--- config.mk ---
export PLATFORM = sky130hd
export DESIGN_NAME = asc_core
export DESIGN_NICKNAME = d
export VERILOG_FILES = /design/src/asc_pkg.sv /design/src/asc_core.sv
export VERILOG_INCLUDE_DIRS = /design/src /design/src/src
export SDC_FILE = /design/constraint.sdc
export NUM_CORES = 1
export LEC_CHECK = 0
export BUFFER_PORTS_ARGS = -buffer_cell sky130_fd_sc_hd__buf_4
export CAP_MARGIN = 20
export CORE_ASPECT_RATIO = 1.2
export CORE_UTILIZATION = 55
export DETAILED_ROUTE_END_ITERATION = 10
export PLACE_DENSITY = 0.78
export SYNTH_ARGS = -nofsm -noshare
export SYNTH_HDL_FRONTEND = slang
export SYNTH_SLANG_ARGS = --single-unit
export TNS_END_PERCENT = 1
--- constraint.sdc ---
create_clock -name aclk -period 4.3 [get_ports aclk]
set_clock_uncertainty 0.15 [all_clocks]
set_input_delay 0.86 -clock aclk [delete_from_list [all_inputs] [get_ports aclk]]
set_output_delay 0.86 -clock aclk [all_outputs]
set_load 0.05 [all_outputs]
--- src/asc_cfg.svh ---
`ifndef ASC_CFG_SVH
`define ASC_CFG_SVH
// register byte offsets
`define ASC_OFF_CTRL  4'h0
`define ASC_OFF_STAT  4'h4
`define ASC_OFF_DATA  4'h8
`define ASC_OFF_BAUD  4'hc
// bus responses
`define ASC_RESP_OK   2'h0
`define ASC_RESP_ERR  2'h2
// control register bit positions
`define ASC_C_EN      0
`define ASC_C_TXEN    1
`define ASC_C_RECEIVER_ENABLE_BIT    2
`define ASC_C_NINE    3
`define ASC_C_PARITY_ENABLE    4
`define ASC_C_ODD     5
`define ASC_C_STOP2   6
`define ASC_C_BRK     7
`define ASC_C_TX8     8
`define ASC_C_RX8     9
`define ASC_C_TX_EMPTY_IRQ_ENABLE    10
`define ASC_C_RIE     11
// status register bit positions
`define ASC_S_PARITY_ERROR_FLAG    0
`define ASC_S_NF      1
`define ASC_S_FRAMING_ERROR_FLAG    2
`define ASC_S_OVR     3
`define ASC_S_RX_IDLE_FLAG   4
`define ASC_S_RX_DATA_AVAILABLE_FLAG    5
`define ASC_S_TX_IDLE_FLAG   6
`define ASC_S_TX_BUFFER_EMPTY_FLAG    7
// oversampling and frame counts
`define ASC_SUB_LAST  4'hf
`define ASC_SMP_A     4'h7
`define ASC_SMP_B     4'h8
`define ASC_SMP_C     4'h9
`define ASC_BRK_LAST  4'hc
`define ASC_NB8_LAST  4'h7
`define ASC_NB9_LAST  4'h8
`define ASC_BAUD_RST  8'h00
`endif

--- src/asc_pkg.sv ---
package asc_pkg;
   typedef enum logic [2:0] {TX_IDLE, TX_START, TX_DATA, TX_PAR, TX_STOP, TX_BRK} asc_tx_st_t;
   typedef enum logic [2:0] {RX_IDLE, RX_START, RX_DATA, RX_PAR, RX_STOP, RX_WAIT} asc_rx_st_t;
   // one received word with its error marks
   typedef struct packed {
      logic       parity_error_flag;
      logic       framing_error_flag;
      logic       nf;
      logic [8:0] d;
   } asc_word_t;
   // whole state of the core
   typedef struct packed {
      logic en, txen, receiver_enable_bit, nine, parity_enable, odd, stop2, brk, tx8, tx_empty_irq_enable, rx_irq_enable;
      logic [7:0]       div;
      logic             aw_got, w_got, whi;
      logic [3:0]       waddr;
      logic [31:0]      wdata;
      logic [3:0]       wstrb;
      logic             bvalid;
      logic [1:0]       bresp;
      logic             rvalid;
      logic [1:0]       rresp;
      logic [31:0]      rdata;
      logic             armed;
      logic [7:0]       bcnt;
      logic             tick;
      logic [8:0]       hold;
      asc_tx_st_t       tx_st;
      logic [3:0]       tx_sub, tx_cnt;
      logic [8:0]       tx_sh, tx_buf;
      logic             tx_par, tx_brk, tx_line, txe, tx_idle_flag, tx_irq;
      asc_rx_st_t       rx_st;
      logic             rx_s1, rx_s2;
      logic [3:0]       rx_sub, rx_cnt;
      logic [8:0]       rx_sh;
      logic [1:0]       smp;
      logic             rx_par, rx_parity_error_flag, rx_nf, rx_idle_flag, rx_irq;
      asc_word_t [1:0]  fifo;
      logic [1:0]       fcnt;
      logic             ovr;
   } asc_state_t;
endpackage

--- src/asc_core.sv ---
// Functional notes
// RL1 - tx empty flag set when buffer free
// RL2 - write during frame waits in buffer
// RL3 - idle write loads shifter, flag stays set
// RL4 - tx idle set after stop or break
// RL5 - status read then write clears tx flags
// RL6 - break armed after held over divisor+1 clocks
// RL7 - break is start plus 13N zeros, then stop
// RL8 - break frames raise no tx interrupt
// RL9 - ninth bit to control field, lsb first
// RL10 - 16x oversampling, three-sample majority vote
// RL11 - after stop, word moves to buffer
// RL12 - two words held, third discarded on overrun
// RL13 - overrun flag and irq, cleared by sequence
// RL14 - rx available flag, irq per transfer
// RL15 - status then buffer read clears rx available
// RL16 - break gives zero word with framing flag
// RL17 - after framing error wait for high line
// RL18 - rx idle low from start to stop
// RL19 - noise flag set with data, no irq
// RL20 - zero at stop bit sets framing flag
// RL21 - parity error stored with the word
// RL22 - software reads error flags before data
// RL23 - tx line rests high between frames
// RL24 - disable empties buffers, resets flags
// RL25 - votes at ticks 7..9, start confirmed mid-bit
//
// The placing of the registers and the AXI4-Lite register port were left to the implementer.
`timescale 1ns/1ps
`include "asc_cfg.svh"
module asc_core
   import asc_pkg::*;
#(
   parameter int ADDR_W = 32
) (
   // clock and reset
   input  wire logic              aclk,
   input  wire logic              aresetn,
   // axi4-lite write channels
   input  wire logic [ADDR_W-1:0] awaddr,
   input  wire logic              awvalid,
   output logic                   awready,
   input  wire logic [31:0]       wdata,
   input  wire logic [3:0]        wstrb,
   input  wire logic              wvalid,
   output logic                   wready,
   output logic [1:0]             bresp,
   output logic                   bvalid,
   input  wire logic              bready,
   // axi4-lite read channels
   input  wire logic [ADDR_W-1:0] araddr,
   input  wire logic              arvalid,
   output logic                   arready,
   output logic [31:0]            rdata,
   output logic [1:0]             rresp,
   output logic                   rvalid,
   input  wire logic              rready,
   // serial pins
   input  wire logic              rx_pin,
   output logic                   tx_pin,
   // interrupt requests
   output logic                   tx_irq,
   output logic                   rx_irq
);

   ////////////////////////////////////////////////////////////////////////////
   // parameter check
   if (ADDR_W < 5) begin : g_chk
      $error("ADDR_W must be at least 5");
   end

   asc_state_t  r;
   asc_state_t  n;
   logic        aw_hs, w_hs, ar_hs, wr_do, rd_stat, rd_data, wr_data_ev;
   logic [32:0] rd_v, old_v;
   logic [31:0] wmask, wval;
   logic        brk_ok, tx_end, rx_mid, rx_end, vote, noisy, push, pop;
   logic [3:0]  nbm1;
   logic [8:0]  wword;
   logic [1:0]  cnt_ap;
   asc_word_t   word;

   // register readback for one address, top bit marks a hit
   function automatic logic [32:0] rd_mux(input asc_state_t s, input logic [3:0] a);
      logic [32:0] v;
      v = {1'b1, 32'h0000_0000};
      case (a)
         `ASC_OFF_CTRL: begin
            v[`ASC_C_EN]    = s.en;
            v[`ASC_C_TXEN]  = s.txen;
            v[`ASC_C_RECEIVER_ENABLE_BIT]  = s.receiver_enable_bit;
            v[`ASC_C_NINE]  = s.nine;
            v[`ASC_C_PARITY_ENABLE]  = s.parity_enable;
            v[`ASC_C_ODD]   = s.odd;
            v[`ASC_C_STOP2] = s.stop2;
            v[`ASC_C_BRK]   = s.brk;
            v[`ASC_C_TX8]   = s.tx8;
            v[`ASC_C_RX8]   = s.fifo[0].d[8]; // RL9
            v[`ASC_C_TX_EMPTY_IRQ_ENABLE]  = s.tx_empty_irq_enable;
            v[`ASC_C_RIE]   = s.rx_irq_enable;
         end
         `ASC_OFF_STAT: begin
            v[`ASC_S_PARITY_ERROR_FLAG]  = (s.fcnt != 2'h0) & s.fifo[0].parity_error_flag; // RL21
            v[`ASC_S_NF]    = (s.fcnt != 2'h0) & s.fifo[0].nf;
            v[`ASC_S_FRAMING_ERROR_FLAG]  = (s.fcnt != 2'h0) & s.fifo[0].framing_error_flag;
            v[`ASC_S_OVR]   = s.ovr;
            v[`ASC_S_RX_IDLE_FLAG] = s.rx_idle_flag;
            v[`ASC_S_RX_DATA_AVAILABLE_FLAG]  = (s.fcnt != 2'h0); // RL14
            v[`ASC_S_TX_IDLE_FLAG] = s.tx_idle_flag;
            v[`ASC_S_TX_BUFFER_EMPTY_FLAG]  = s.txe; // RL1
         end
         `ASC_OFF_DATA: v[7:0] = s.fifo[0].d[7:0];
         `ASC_OFF_BAUD: v[7:0] = s.div;
         default:       v[32] = 1'b0;
      endcase
      return v;
   endfunction

   // bus handshakes, combinational
   assign awready = !r.aw_got && !r.bvalid;
   assign wready  = !r.w_got && !r.bvalid;
   assign arready = !r.rvalid;
   assign bvalid  = r.bvalid;
   assign bresp   = r.bresp;
   assign rvalid  = r.rvalid;
   assign rresp   = r.rresp;
   assign rdata   = r.rdata;
   assign tx_pin  = r.tx_line;
   assign tx_irq  = r.tx_irq;
   assign rx_irq  = r.rx_irq;

   ////////////////////////////////////////////////////////////////////////////
   // next state
   always_comb begin
      n          = r;
      n.tick     = 1'b0;
      n.rx_irq   = 1'b0;
      rd_stat    = 1'b0;
      rd_data    = 1'b0;
      wr_data_ev = 1'b0;
      push       = 1'b0;
      word       = '0;
      rd_v       = '0;
      // bus slave: latch address and data in either order
      aw_hs = awvalid && awready;
      w_hs  = wvalid && wready;
      ar_hs = arvalid && arready;
      if (aw_hs) begin
         n.aw_got = 1'b1;
         n.waddr  = awaddr[3:0];
         n.whi    = |awaddr[ADDR_W-1:4];
      end
      if (w_hs) begin
         n.w_got = 1'b1;
         n.wdata = wdata;
         n.wstrb = wstrb;
      end
      if (r.bvalid && bready) n.bvalid = 1'b0;
      if (r.rvalid && rready) n.rvalid = 1'b0;
      for (int i = 0; i < 4; i++) begin
         wmask[8*i +: 8] = {8{r.wstrb[i]}};
      end
      old_v = rd_mux(r, r.waddr);
      wval  = (r.wdata & wmask) | (old_v[31:0] & ~wmask);
      wword = {r.nine & r.tx8, r.wdata[7:0]};
      wr_do = r.aw_got && r.w_got;
      if (wr_do) begin
         n.aw_got = 1'b0;
         n.w_got  = 1'b0;
         n.bvalid = 1'b1;
         n.bresp  = (old_v[32] && !r.whi) ? `ASC_RESP_OK : `ASC_RESP_ERR;
         if (!r.whi) begin
            case (r.waddr)
               `ASC_OFF_CTRL: begin
                  n.en    = wval[`ASC_C_EN];
                  n.txen  = wval[`ASC_C_TXEN];
                  n.receiver_enable_bit  = wval[`ASC_C_RECEIVER_ENABLE_BIT];
                  n.nine  = wval[`ASC_C_NINE];
                  n.parity_enable  = wval[`ASC_C_PARITY_ENABLE];
                  n.odd   = wval[`ASC_C_ODD];
                  n.stop2 = wval[`ASC_C_STOP2];
                  n.brk   = wval[`ASC_C_BRK];
                  n.tx8   = wval[`ASC_C_TX8];
                  n.tx_empty_irq_enable  = wval[`ASC_C_TX_EMPTY_IRQ_ENABLE];
                  n.rx_irq_enable   = wval[`ASC_C_RIE];
               end
               `ASC_OFF_DATA: wr_data_ev = r.wstrb[0];
               `ASC_OFF_BAUD: n.div = wval[7:0];
               default: ;
            endcase
         end
      end
      if (ar_hs) begin
         rd_v    = rd_mux(r, araddr[3:0]);
         n.rvalid = 1'b1;
         n.rdata  = (rd_v[32] && !(|araddr[ADDR_W-1:4])) ? rd_v[31:0] : 32'h0000_0000;
         n.rresp  = (rd_v[32] && !(|araddr[ADDR_W-1:4])) ? `ASC_RESP_OK : `ASC_RESP_ERR;
         rd_stat  = rd_v[32] && !(|araddr[ADDR_W-1:4]) && (araddr[3:0] == `ASC_OFF_STAT);
         rd_data  = rd_v[32] && !(|araddr[ADDR_W-1:4]) && (araddr[3:0] == `ASC_OFF_DATA);
      end
      // status read arms the next data access
      n.armed = rd_stat || (r.armed && !(rd_data || wr_data_ev)); // RL5 RL15

      // baud divider gives the 16x tick
      if (r.en && r.bcnt == r.div) begin
         n.bcnt = `ASC_BAUD_RST;
         n.tick = 1'b1; // RL10
      end else if (r.en) begin
         n.bcnt = r.bcnt + 8'h01;
      end else begin
         n.bcnt = `ASC_BAUD_RST;
      end
      // break control must stay set beyond divisor+1 clocks
      if (r.brk && r.txen) n.hold = (r.hold == 9'h1ff) ? r.hold : r.hold + 9'h001;
      else n.hold = 9'h000;
      brk_ok = r.hold > ({1'b0, r.div} + 9'h001); // RL6
      nbm1   = r.nine ? `ASC_NB9_LAST : `ASC_NB8_LAST;

      // transmitter
      tx_end = r.tick && (r.tx_sub == `ASC_SUB_LAST);
      if (r.tick && r.tx_st != TX_IDLE) n.tx_sub = r.tx_sub + 4'h1;
      case (r.tx_st)
         TX_IDLE: begin
            n.tx_sub  = 4'h0;
            n.tx_line = 1'b1; // RL23
            if (r.txen && brk_ok) begin
               n.tx_st  = TX_START;
               n.tx_brk = 1'b1;
               n.tx_idle_flag  = 1'b0; // RL8
            end else if (r.txen && !r.txe) begin
               n.tx_sh  = r.tx_buf; // RL2
               n.tx_par = ^r.tx_buf ^ r.odd;
               n.tx_brk = 1'b0;
               n.tx_st  = TX_START;
               n.txe    = 1'b1; // RL1
               n.tx_idle_flag  = 1'b0;
            end
         end
         TX_START: begin
            n.tx_line = 1'b0;
            n.tx_cnt  = 4'h0;
            if (tx_end) n.tx_st = r.tx_brk ? TX_BRK : TX_DATA;
         end
         TX_DATA: begin
            n.tx_line = r.tx_sh[0];
            if (tx_end) begin
               n.tx_sh  = {1'b0, r.tx_sh[8:1]};
               n.tx_cnt = r.tx_cnt + 4'h1;
               if (r.tx_cnt == nbm1) begin
                  n.tx_st  = r.parity_enable ? TX_PAR : TX_STOP;
                  n.tx_cnt = 4'h0;
               end
            end
         end
         TX_PAR: begin
            n.tx_line = r.tx_par;
            if (tx_end) n.tx_st = TX_STOP;
         end
         TX_STOP: begin
            n.tx_line = 1'b1;
            if (tx_end && r.stop2 && r.tx_cnt == 4'h0) begin
               n.tx_cnt = 4'h1;
            end else if (tx_end) begin
               n.tx_st  = TX_IDLE;
               n.tx_idle_flag  = 1'b1; // RL4
               n.tx_brk = 1'b0;
            end
         end
         TX_BRK: begin
            n.tx_line = 1'b0;
            if (tx_end) begin
               n.tx_cnt = r.tx_cnt + 4'h1;
               if (r.tx_cnt == `ASC_BRK_LAST) begin
                  n.tx_cnt = 4'h0; // RL7
                  if (!r.brk) n.tx_st = TX_STOP;
               end
            end
         end
         default: n.tx_st = TX_IDLE;
      endcase
      // armed data write: direct load when idle, else hold in buffer
      if (wr_data_ev && r.armed && r.txe) begin
         n.tx_idle_flag = 1'b0; // RL5
         if (r.txen && r.tx_st == TX_IDLE && !brk_ok) begin
            n.tx_sh  = wword; // RL3
            n.tx_par = ^wword ^ r.odd;
            n.tx_brk = 1'b0;
            n.tx_st  = TX_START;
            n.txe    = 1'b1;
         end else begin
            n.tx_buf = wword; // RL2
            n.txe    = 1'b0;
         end
      end
      if (!r.txen) begin
         n.tx_st   = TX_IDLE;
         n.tx_line = 1'b1;
      end

      // receiver: two-flop synchroniser, majority vote at ticks 7..9
      n.rx_s1 = rx_pin;
      n.rx_s2 = r.rx_s1;
      rx_mid  = r.tick && (r.rx_sub == `ASC_SMP_C);
      rx_end  = r.tick && (r.rx_sub == `ASC_SUB_LAST);
      vote    = (r.smp[0] & r.smp[1]) | (r.smp[0] & r.rx_s2) | (r.smp[1] & r.rx_s2); // RL25
      noisy   = !((r.smp[0] == r.smp[1]) && (r.smp[1] == r.rx_s2));
      if (r.tick && r.rx_st != RX_IDLE && r.rx_st != RX_WAIT) n.rx_sub = r.rx_sub + 4'h1;
      if (r.tick && r.rx_sub == `ASC_SMP_A) n.smp[0] = r.rx_s2;
      if (r.tick && r.rx_sub == `ASC_SMP_B) n.smp[1] = r.rx_s2;
      if (rx_mid && noisy) n.rx_nf = 1'b1; // RL19
      case (r.rx_st)
         RX_IDLE: begin
            n.rx_idle_flag = 1'b1;
            if (!r.rx_s2) begin
               n.rx_st   = RX_START;
               n.rx_sub  = 4'h0;
               n.rx_nf   = 1'b0;
               n.rx_parity_error_flag = 1'b0;
               n.rx_par  = 1'b0;
               n.rx_idle_flag   = 1'b0; // RL18
            end
         end
         RX_START: begin
            n.rx_cnt = 4'h0;
            if (rx_mid && vote) begin
               n.rx_st = RX_IDLE; // RL25
               n.rx_idle_flag = 1'b1;
            end else if (rx_end) begin
               n.rx_st = RX_DATA;
            end
         end
         RX_DATA: begin
            if (rx_mid) begin
               n.rx_sh  = {vote, r.rx_sh[8:1]}; // RL9
               n.rx_par = r.rx_par ^ vote;
            end
            if (rx_end) begin
               n.rx_cnt = r.rx_cnt + 4'h1;
               if (r.rx_cnt == nbm1) begin
                  n.rx_st  = r.parity_enable ? RX_PAR : RX_STOP;
                  n.rx_cnt = 4'h0;
               end
            end
         end
         RX_PAR: begin
            if (rx_mid) n.rx_parity_error_flag = r.rx_par ^ vote ^ r.odd; // RL21
            if (rx_end) n.rx_st = RX_STOP;
         end
         RX_STOP: begin
            if (rx_mid && r.stop2 && vote && r.rx_cnt == 4'h0) begin
               n.rx_cnt = 4'h1; // RL20
            end else if (rx_mid) begin
               push      = 1'b1; // RL11
               word.d    = r.nine ? r.rx_sh : {1'b0, r.rx_sh[8:1]};
               word.framing_error_flag = !vote; // RL20 RL16
               word.parity_error_flag = r.rx_parity_error_flag;
               word.nf   = r.rx_nf || noisy;
               n.rx_st   = vote ? RX_IDLE : RX_WAIT; // RL17
               n.rx_idle_flag   = 1'b1;
            end
         end
         RX_WAIT: begin
            if (r.rx_s2) n.rx_st = RX_IDLE; // RL17
         end
         default: n.rx_st = RX_IDLE;
      endcase
      if (!r.receiver_enable_bit) begin
         n.rx_st = RX_IDLE;
         n.rx_idle_flag = 1'b1;
      end
      // two-word receive buffer, head at entry 0
      pop    = rd_data && r.armed && (r.fcnt != 2'h0); // RL15
      cnt_ap = r.fcnt - {1'b0, pop};
      if (pop) n.fifo[0] = r.fifo[1];
      if (rd_data && r.armed) n.ovr = 1'b0;
      if (push) begin
         if (cnt_ap == 2'h2) begin
            n.ovr = 1'b1; // RL12 RL13
         end else begin
            n.fifo[cnt_ap[0]] = word;
            cnt_ap = cnt_ap + 2'h1;
         end
         n.rx_irq = r.rx_irq_enable; // RL14 RL13
      end
      n.fcnt = cnt_ap;

      // port disable: flush and force the documented flag values
      if (!n.en) begin
         n.txen    = 1'b0; // RL24
         n.receiver_enable_bit    = 1'b0;
         n.brk     = 1'b0;
         n.hold    = 9'h000;
         n.tx_st   = TX_IDLE;
         n.tx_line = 1'b1;
         n.txe     = 1'b1;
         n.tx_idle_flag   = 1'b1;
         n.rx_st   = RX_IDLE;
         n.rx_idle_flag   = 1'b1;
         n.fcnt    = 2'h0;
         n.ovr     = 1'b0;
         n.rx_irq  = 1'b0;
      end
      n.tx_irq = n.txe && n.tx_empty_irq_enable; // RL1
      if (!aresetn) begin
         n         = '0;
         n.txe     = 1'b1;
         n.tx_idle_flag   = 1'b1;
         n.rx_idle_flag   = 1'b1;
         n.tx_line = 1'b1;
         n.rx_s1   = 1'b1;
         n.rx_s2   = 1'b1;
      end
   end

   // state register
   always_ff @(posedge aclk) begin
      r <= n;
   end

   ////////////////////////////////////////////////////////////////////////////
   // checks
   tx_rest_a: assert property (@(posedge aclk) disable iff (!aresetn) // RL23
      $past(r.tx_st) == TX_IDLE && r.tx_st == TX_IDLE |-> tx_pin)
      else $error("tx line not high while idle");
   txe_clear_a: assert property (@(posedge aclk) disable iff (!aresetn) // RL5
      $fell(r.txe) |-> $past(wr_data_ev && r.armed))
      else $error("tx empty cleared without sequence");
   brk_line_a: assert property (@(posedge aclk) disable iff (!aresetn) // RL7
      r.tx_st == TX_BRK ##1 r.tx_st == TX_BRK |-> !tx_pin)
      else $error("break frame not low");
   txe_rise_a: assert property (@(posedge aclk) disable iff (!aresetn) // RL8
      $rose(r.txe) |-> $past(r.tx_st == TX_IDLE || !n.en))
      else $error("tx empty rose outside a data load");
   direct_load_a: assert property (@(posedge aclk) disable iff (!aresetn) // RL3
      wr_data_ev && r.armed && r.txe && r.txen && r.en && r.tx_st == TX_IDLE && !brk_ok
      |=> r.tx_st == TX_START && r.txe ##1 !tx_pin)
      else $error("idle write did not start a frame");
   overrun_keep_a: assert property (@(posedge aclk) disable iff (!aresetn) // RL12
      push && r.fcnt == 2'h2 && !pop && n.en |=> r.ovr && r.fcnt == 2'h2 && $stable(r.fifo))
      else $error("overrun lost buffered words");
   rx_push_a: assert property (@(posedge aclk) disable iff (!aresetn) // RL14
      push && r.rx_irq_enable && n.en |=> rx_irq && r.fcnt != 2'h0 ##1 !rx_irq)
      else $error("transfer without flag or irq pulse");
   rx_data_available_flag_clear_a: assert property (@(posedge aclk) disable iff (!aresetn) // RL15
      $fell(r.fcnt != 2'h0) |-> $past(pop || !n.en))
      else $error("rx available cleared without sequence");
   rx_idle_flag_busy_a: assert property (@(posedge aclk) disable iff (!aresetn) // RL18
      r.rx_st inside {RX_DATA, RX_PAR} |-> !r.rx_idle_flag)
      else $error("rx idle high during frame");
   brk_wait_a: assert property (@(posedge aclk) disable iff (!aresetn) // RL17
      r.rx_st == RX_WAIT && !r.rx_s2 && r.receiver_enable_bit && n.en |=> r.rx_st == RX_WAIT && !push)
      else $error("receiver left wait on low line");
   disable_a: assert property (@(posedge aclk) disable iff (!aresetn) // RL24
      !r.en |-> r.txe && r.tx_idle_flag && r.rx_idle_flag && r.fcnt == 2'h0 && !r.txen && !r.receiver_enable_bit)
      else $error("disabled port not flushed");

endmodule

==> results.py, run 1 <==
metrics = {
    "outcome": {
        "status": "finished clean",
    },
    "drt": {
        "ant_nets": 0,
        "met2WireLength_microns": 10600,
        "viasPerCell": 5.71,
        "top_layer": "met4",
        "drt_wl_total_microns": 21100,
        "first_pass_iters": 5,
        "num_vias": 7505,
        "wire_per_inst_microns": 16.1,
        "drtIter0Drc": 701,
        "met3WireLength_microns": 890,
        "wl_met1_microns": 8960,
        "drc": 0,
    },
    "floorplan": {
        "num_rows": 51,
        "dieArea_sq_um": 17000,
        "io_pins": 152,
        "die_x_microns": 119,
        "initial_core_util_pct": 56.0,
        "core_area_sq_um": 16200,
        "die_h_microns": 143,
    },
    "synthesis": {
        "synthDistinctLibCells": 77,
        "netlist_area_sq_um": 9080,
        "ys_seq_area_share_pct": 36.4,
        "postSynthCellCount": 1031,
        "synthArstFlopShare_pct": 0,
        "synth_ff_type": "dfxtp_1",
        "yosysWarnings": 0,
        "ys_seq_elements": 165,
        "synth.avg_cell_area_sq_um": 8.81,
        "synth_edf_count": 0,
    },
    "cells_and_area": {
        "final_area_sq_um": 10300,
        "area_growth_pct": 14.0,
        "fillCellCount": 1374,
        "fin_nets": 1223,
        "final_common_cell": "dfxtp_1",
        "antennaDiodeCount": 0,
        "layout_common_cells": "dfxtp_1, buf_4, nand2_1, nor2_1, nor2b_1",
        "drive_above_1_share_pct": 17.9,
    },
    "hold_path": {
        "min_path_type": "flip-flop to flip-flop",
    },
    "pwr": {
        "powerDensity_nw_per_um2": 328,
        "ir_drop_mv": 0.276,
        "leakagePower_nw": 4.20,
    },
    "critical_path": {
        "worstPathMaxFanout": 24,
        "setup.worst_path.class": "flip-flop to flip-flop",
        "crit_end": "r[61]$_SDFF_PN0_",
        "r2r_setup_slack_ps": 780,
        "endpoint_kind": "flip-flop",
        "arrival_ps": 3700,
        "critPathRequiredTime_ps": 4480,
        "start_kind": "flip-flop",
        "rr_worst_depth": 11,
        "rr_endpoint": "r[61]$_SDFF_PN0_",
        "r2r-start": "r[191]$_SDFFE_PN0P_",
        "cp-startpoint": "r[191]$_SDFFE_PN0P_",
    },
    "timing": {
        "slew_viol_final": 0,
        "tightest_slew_ps": 914,
        "min_period_ps": 3520,
        "slew_headroom_pct": 38.5,
        "clock.fmax_mhz": 284,
        "setup_ws_ps": 779,
        "setup_viol": 0,
        "rsz0062_at_grt": "no",
        "finalHoldViolCount": 0,
        "fin_crit_sh_pct": 81.9,
        "fin_setup_tns_ps": 0,
    },
    "grt": {
        "grt.total_usage_pct": 25.0,
        "antenna_found_initial": 0,
        "grt_pass1_wl_microns": 33800,
        "first_global_vias": 6915,
        "grt_max_degree": 54,
        "grt_overflow_total": 0,
    },
    "clock_network": {
        "htree_levels": 4,
        "cts_root_buf": "clkbuf_16",
        "cts_setup_buffers": 0,
        "clockBufferDepth": 2,
        "cts_tree": "done",
        "worstSkewPairLatency_ps": 440,
        "cts_inserted_buffers": 17,
        "clk_pin_slew_ps": 60,
        "cts.sinks": 165,
        "cts_hold_buf": 0,
        "cts_resized": 0,
    },
    "run": {
        "cap_violations": 0,
    },
    "placed_design": {
        "dp_hpwl_microns": 15200,
        "gp_congestion": 0.916,
        "place.port_buffers": 106,
        "placement.cell_area_sq_um": 9750,
        "pre_cts_ws_ps": 737,
    },
}
cells in the mapped netlist, drive strengths merged (2+ instances only):
master	instances	area share [%]
nand4	9	0.62
nor2b	47	3.2
and2b	2	0.17
o31ai	4	0.33
dfxtp	165	36
mux4	8	2.0
or2	8	0.58
nor3b	6	0.55
a32oi	2	0.19
o221ai	2	0.19
nand2b	17	1.2
and2	18	1.2
a31oi	13	0.96
nor4	18	1.3
buf	53	4.2
o22ai	7	0.48
o211a	19	2.1
xnor2	31	3.0
mux2i	39	4.3
nand2	98	4.2
clkbuf	45	1.9
nor3	14	0.95
xor2	23	2.2
a21boi	17	1.4
a22oi	35	2.9
a211oi	20	1.7
o21a	10	0.83
nor2	75	3.1
or3	3	0.21
and3	9	0.62
mux2	20	2.5
o21ai	38	2.1
inv	27	1.1
and4b	3	0.33
nand4b	3	0.29
a221o	2	0.22
a21oi	27	1.5
ha	26	3.6
and4	4	0.39
nand3	34	1.9
a22o	10	0.96
critical path: stages (launching register included):
cell     delay [ps]
dfxtp_1         550
ha_1            260
nand3_1         120
nor2_1          200
nand3_1         100
ha_1            330
nand4_1         140
or2_1           270
a22o_1          290
or4_4           660
o311a_1         170
o21a_1          160
where the power goes:
part | switching [mW] | total (mW) | internal, mW
registers | 0.0314 | 1.58 | 1.55
logic | 0.152 | 0.263 | 0.111
clock network | 0.664 | 1.55 | 0.886
total | 0.848 | 3.39 | 2.54
routing by layer:
layer | up-vias | GRT usage (%)
li1 | 3735 | -
met4 | 0 | 12.1
met3 | 47 | 4.23
met2 | 176 | 43.2
met5 | - | 0
met1 | 3547 | 29.9
per-stage QoR:
| step | hold WS, ps | std cells | utilization (%) | power, mW |
|---|---|---|---|---|
| CTS | 265 | 1314 | 63.9 | 3.41 |
| floorplan | 236 | 1052 | - | 1.79 |
| global placement | 245 | 1282 | 60.2 | 1.87 |
| detailed placement | 242 | 1282 | 60.2 | 1.87 |
| finish | 267 | 1314 | 63.9 | 3.39 |
| global route | 271 | 1314 | 63.9 | 3.50 |
worst min-delay path by stage:
stage	end	start	slack, ps	depth (start not counted)
2_1_floorplan	r[51]$_SDFF_PN1_	r[52]$_SDFF_PN1_	240	1
3_3_place_gp	r[51]$_SDFF_PN1_	r[52]$_SDFF_PN1_	250	1
3_5_place_dp	r[51]$_SDFF_PN1_	r[52]$_SDFF_PN1_	240	1
4_1_cts	r[51]$_SDFF_PN1_	r[52]$_SDFF_PN1_	260	1
5_1_grt	r[51]$_SDFF_PN1_	r[52]$_SDFF_PN1_	270	1
6_report	r[51]$_SDFF_PN1_	r[52]$_SDFF_PN1_	270	1
kinds of logic after synthesis:
family | share of synthesized area [%]
simple gates | 21.5
compound gates | 17.4
flops | 36.4
buf+inv | 7.17
mux | 8.77
xor+xnor | 5.21
fa+ha+maj | 3.58
other cells | 0.0413
layout make-up:
cell class                 count  area [sq um]  share of cell area (%)
tap                          212           265                    2.56
multi-input combinational    762          5210                    50.3
clock buffer                  18           439                    4.24
timing repair buffer         116           871                    8.41
inverter                      27           104                    1.00
clock inverter                14           158                    1.52
sequential                   165          3300                    31.9
sequential cells by signal (all words and copies together), names as in the netlist:
name	flops
bresp	1
bvalid	1
r	146
rdata	12
rresp	1
rvalid	1
rx_irq	1
tx_irq	1
tx_pin	1
Power figures use the tool's default switching activity.
==> run 2: changes to the inputs <==
--- a/config.mk
+++ b/config.mk
@@ -9,7 +9,7 @@
 export BUFFER_PORTS_ARGS = -buffer_cell sky130_fd_sc_hd__buf_4
 export CAP_MARGIN = 20
 export CORE_ASPECT_RATIO = 1.2
-export CORE_UTILIZATION = 55
+export CORE_UTILIZATION = 52
 export DETAILED_ROUTE_END_ITERATION = 10
 export PLACE_DENSITY = 0.78
 export SYNTH_ARGS = -nofsm -noshare
==> constraint.sdc (replaced) <==
create_clock -name aclk -period 3.1 [get_ports aclk]
set_clock_uncertainty 0.15 [all_clocks]
set_input_delay 0.62 -clock aclk [delete_from_list [all_inputs] [get_ports aclk]]
set_output_delay 0.62 -clock aclk [all_outputs]
set_load 0.05 [all_outputs]
==> results.py, run 2 (synthesis results as in run 1) <==
metrics = {
    "timing": {
        "finalHoldViolCount": 0,
        "slew_headroom_pct": 57.8,
        "fin_crit_sh_pct": 98.9,
        "setup_viol": 0,
        "slew_viol_final": 0,
        "min_period_ps": 3070,
        "clock.fmax_mhz": 326,
        "tightest_slew_ps": 628,
        "setup_ws_ps": 33.2,
        "whs_ps": 231,
    },
    "critical_path": {
        "rr_worst_depth": 11,
        "worstPathMaxFanout": 6,
        "arrival_ps": 3220,
        "max_stage_delay_ps": 560,
        "crit_chain": "ha_1 > nand3_1 > nor2_2 > nand3_2 > ha_4 > nand4_1 > or2_1 > a22o_4 > or4_4 > o21ai_1 > a31oi_1",
        "cp-startpoint": "r[191]$_SDFFE_PN0P_",
        "critPathRequiredTime_ps": 3250,
        "crit_buf_inv": 0,
        "r2r-start": "r[191]$_SDFFE_PN0P_",
        "endpoint_kind": "flip-flop",
        "crit_end": "r[78]$_SDFF_PN0_",
        "start_kind": "flip-flop",
        "critical_path_depth": 11,
        "r2r_setup_slack_ps": 30,
        "rr_endpoint": "r[78]$_SDFF_PN0_",
        "crit_family": "simple AND/OR/NAND/NOR gates",
        "cpMaxStageDelayCell": "or4_4",
        "setup.worst_path.class": "flip-flop to flip-flop",
    },
    "outcome": {
        "status": "finished clean",
    },
    "floorplan": {
        "initial_core_util_pct": 53.5,
        "die_h_microns": 147,
        "dieArea_sq_um": 18000,
        "die_x_microns": 123,
        "core_area_sq_um": 17000,
        "num_rows": 52,
        "io_pins": 152,
    },
    "hold_path": {
        "min_path_type": "input port to flip-flop",
    },
    "pwr": {
        "power_mw": 4.60,
        "clockPowerShare_pct": 44.3,
        "seqPwrFrac_pct": 47.5,
        "ir_drop_mv": 0.372,
        "leakagePower_nw": 4.36,
        "sw_frac_of_total_pct": 25.1,
        "power_frac_comb_pct": 8.3,
        "powerDensity_nw_per_um2": 430,
        "intPower_mw": 3.44,
        "switchingPower_mw": 1.15,
    },
    "clock_network": {
        "cts.sinks": 165,
        "cts_root_buf": "clkbuf_16",
        "cts_inserted_buffers": 17,
        "clockBufferDepth": 2,
        "cts_hold_buf": 0,
        "clk_pin_slew_ps": 60,
        "htree_levels": 4,
        "worstSkewPairLatency_ps": 430,
        "cts_tree": "done",
    },
    "grt": {
        "first_global_vias": 7114,
        "grt_max_degree": 47,
        "grt_pass1_wl_microns": 35200,
        "grt_overflow_total": 0,
        "grt.total_usage_pct": 24.7,
        "antenna_found_initial": 0,
    },
    "cells_and_area": {
        "layout_common_cells": "dfxtp_1, buf_4, nand2_1, nor2_1, nor2b_1",
        "final_util_pct": 63.0,
        "fillCellCount": 1393,
        "final_common_cell": "dfxtp_1",
        "largest_reg_flops": 146,
        "area_growth_pct": 17.9,
        "drive_above_1_share_pct": 21.1,
        "antennaDiodeCount": 0,
        "top_register": "r",
        "fin_nets": 1254,
        "final_area_sq_um": 10700,
    },
    "drt": {
        "viasPerCell": 5.68,
        "drc": 0,
        "num_vias": 7669,
        "drt_wl_total_microns": 22300,
        "wire_per_inst_microns": 16.5,
        "drtIter0Drc": 571,
        "first_pass_iters": 4,
        "ant_nets": 0,
    },
    "run": {
        "cap_violations": 0,
    },
    "placed_design": {
        "gp_congestion": 0.856,
        "pre_cts_ws_ps": -37.8,
        "placement.cell_area_sq_um": 10000,
        "dp_hpwl_microns": 15900,
        "place.port_buffers": 106,
    },
}
## run 2: cell types whose count changed in the layout (fill, tap and decap cells not counted), sizes merged
cell and delta:
clkbuf +2, clkinvlp +4, bufinv -1, inv -4, clkinv -1, or4 +2, buf +29
## run 2: how the worst min path moves through the flow
stage / startpoint / to / depth (start not counted)
floorplan: r[52]$_SDFF_PN1_ / r[51]$_SDFF_PN1_ / 1
finish: rx_pin / r[52]$_SDFF_PN1_ / 2
global placement: r[52]$_SDFF_PN1_ / r[51]$_SDFF_PN1_ / 1
CTS: rx_pin / r[52]$_SDFF_PN1_ / 2
global route: rx_pin / r[52]$_SDFF_PN1_ / 2
detailed placement: r[52]$_SDFF_PN1_ / r[51]$_SDFF_PN1_ / 1
## run 2: area by class of cell
type | count | area [sq um] | share of cell area [%]
multi-input combinational | 764 | 5340 | 49.9
sequential | 165 | 3310 | 30.9
timing repair buffer | 145 | 1120 | 10.5
clock buffer | 20 | 447 | 4.17
tap | 216 | 270 | 2.52
clock inverter | 12 | 118 | 1.10
inverter | 27 | 104 | 0.970
## run 2: stage by stage
stage                     std cells  TNS (ps)
after floorplan                1052         0
after detailed placement       1313      -144
final                          1349         0
after CTS                      1346         0
after global placement         1313         0
after global routing           1349      -553
## run 2: power by group through the flow
stage / combinational (mW) / sequential [mW] / clock [mW]
finish: 0.379 / 2.18 / 2.04
global placement: 0.373 / 2.23 / 0
CTS: 0.379 / 2.18 / 2.06
floorplan: 0.263 / 2.22 / 0
detailed placement: 0.378 / 2.23 / 0
global route: 0.408 / 2.18 / 2.15
## run 2: timing repair
| action | in CTS | in global routing |
|---|---|---|
| resized for setup | 5 | 15 |
| hold endpoints to repair | 0 | 0 |
| cloned | 1 | 2 |
| pin swaps | 1 | 4 |
| buffers inserted | 0 | 1 |
| setup endpoints to repair | 5 | 22 |
## run 2: metal layers
metal	vias to the layer above	global-route usage [%]	routed length (microns)
li1	3803	-	-
met1	3666	31.2	9690
met2	171	42.5	11400
met3	29	3.84	777
met4	0	8.23	378
met5	-	0	0
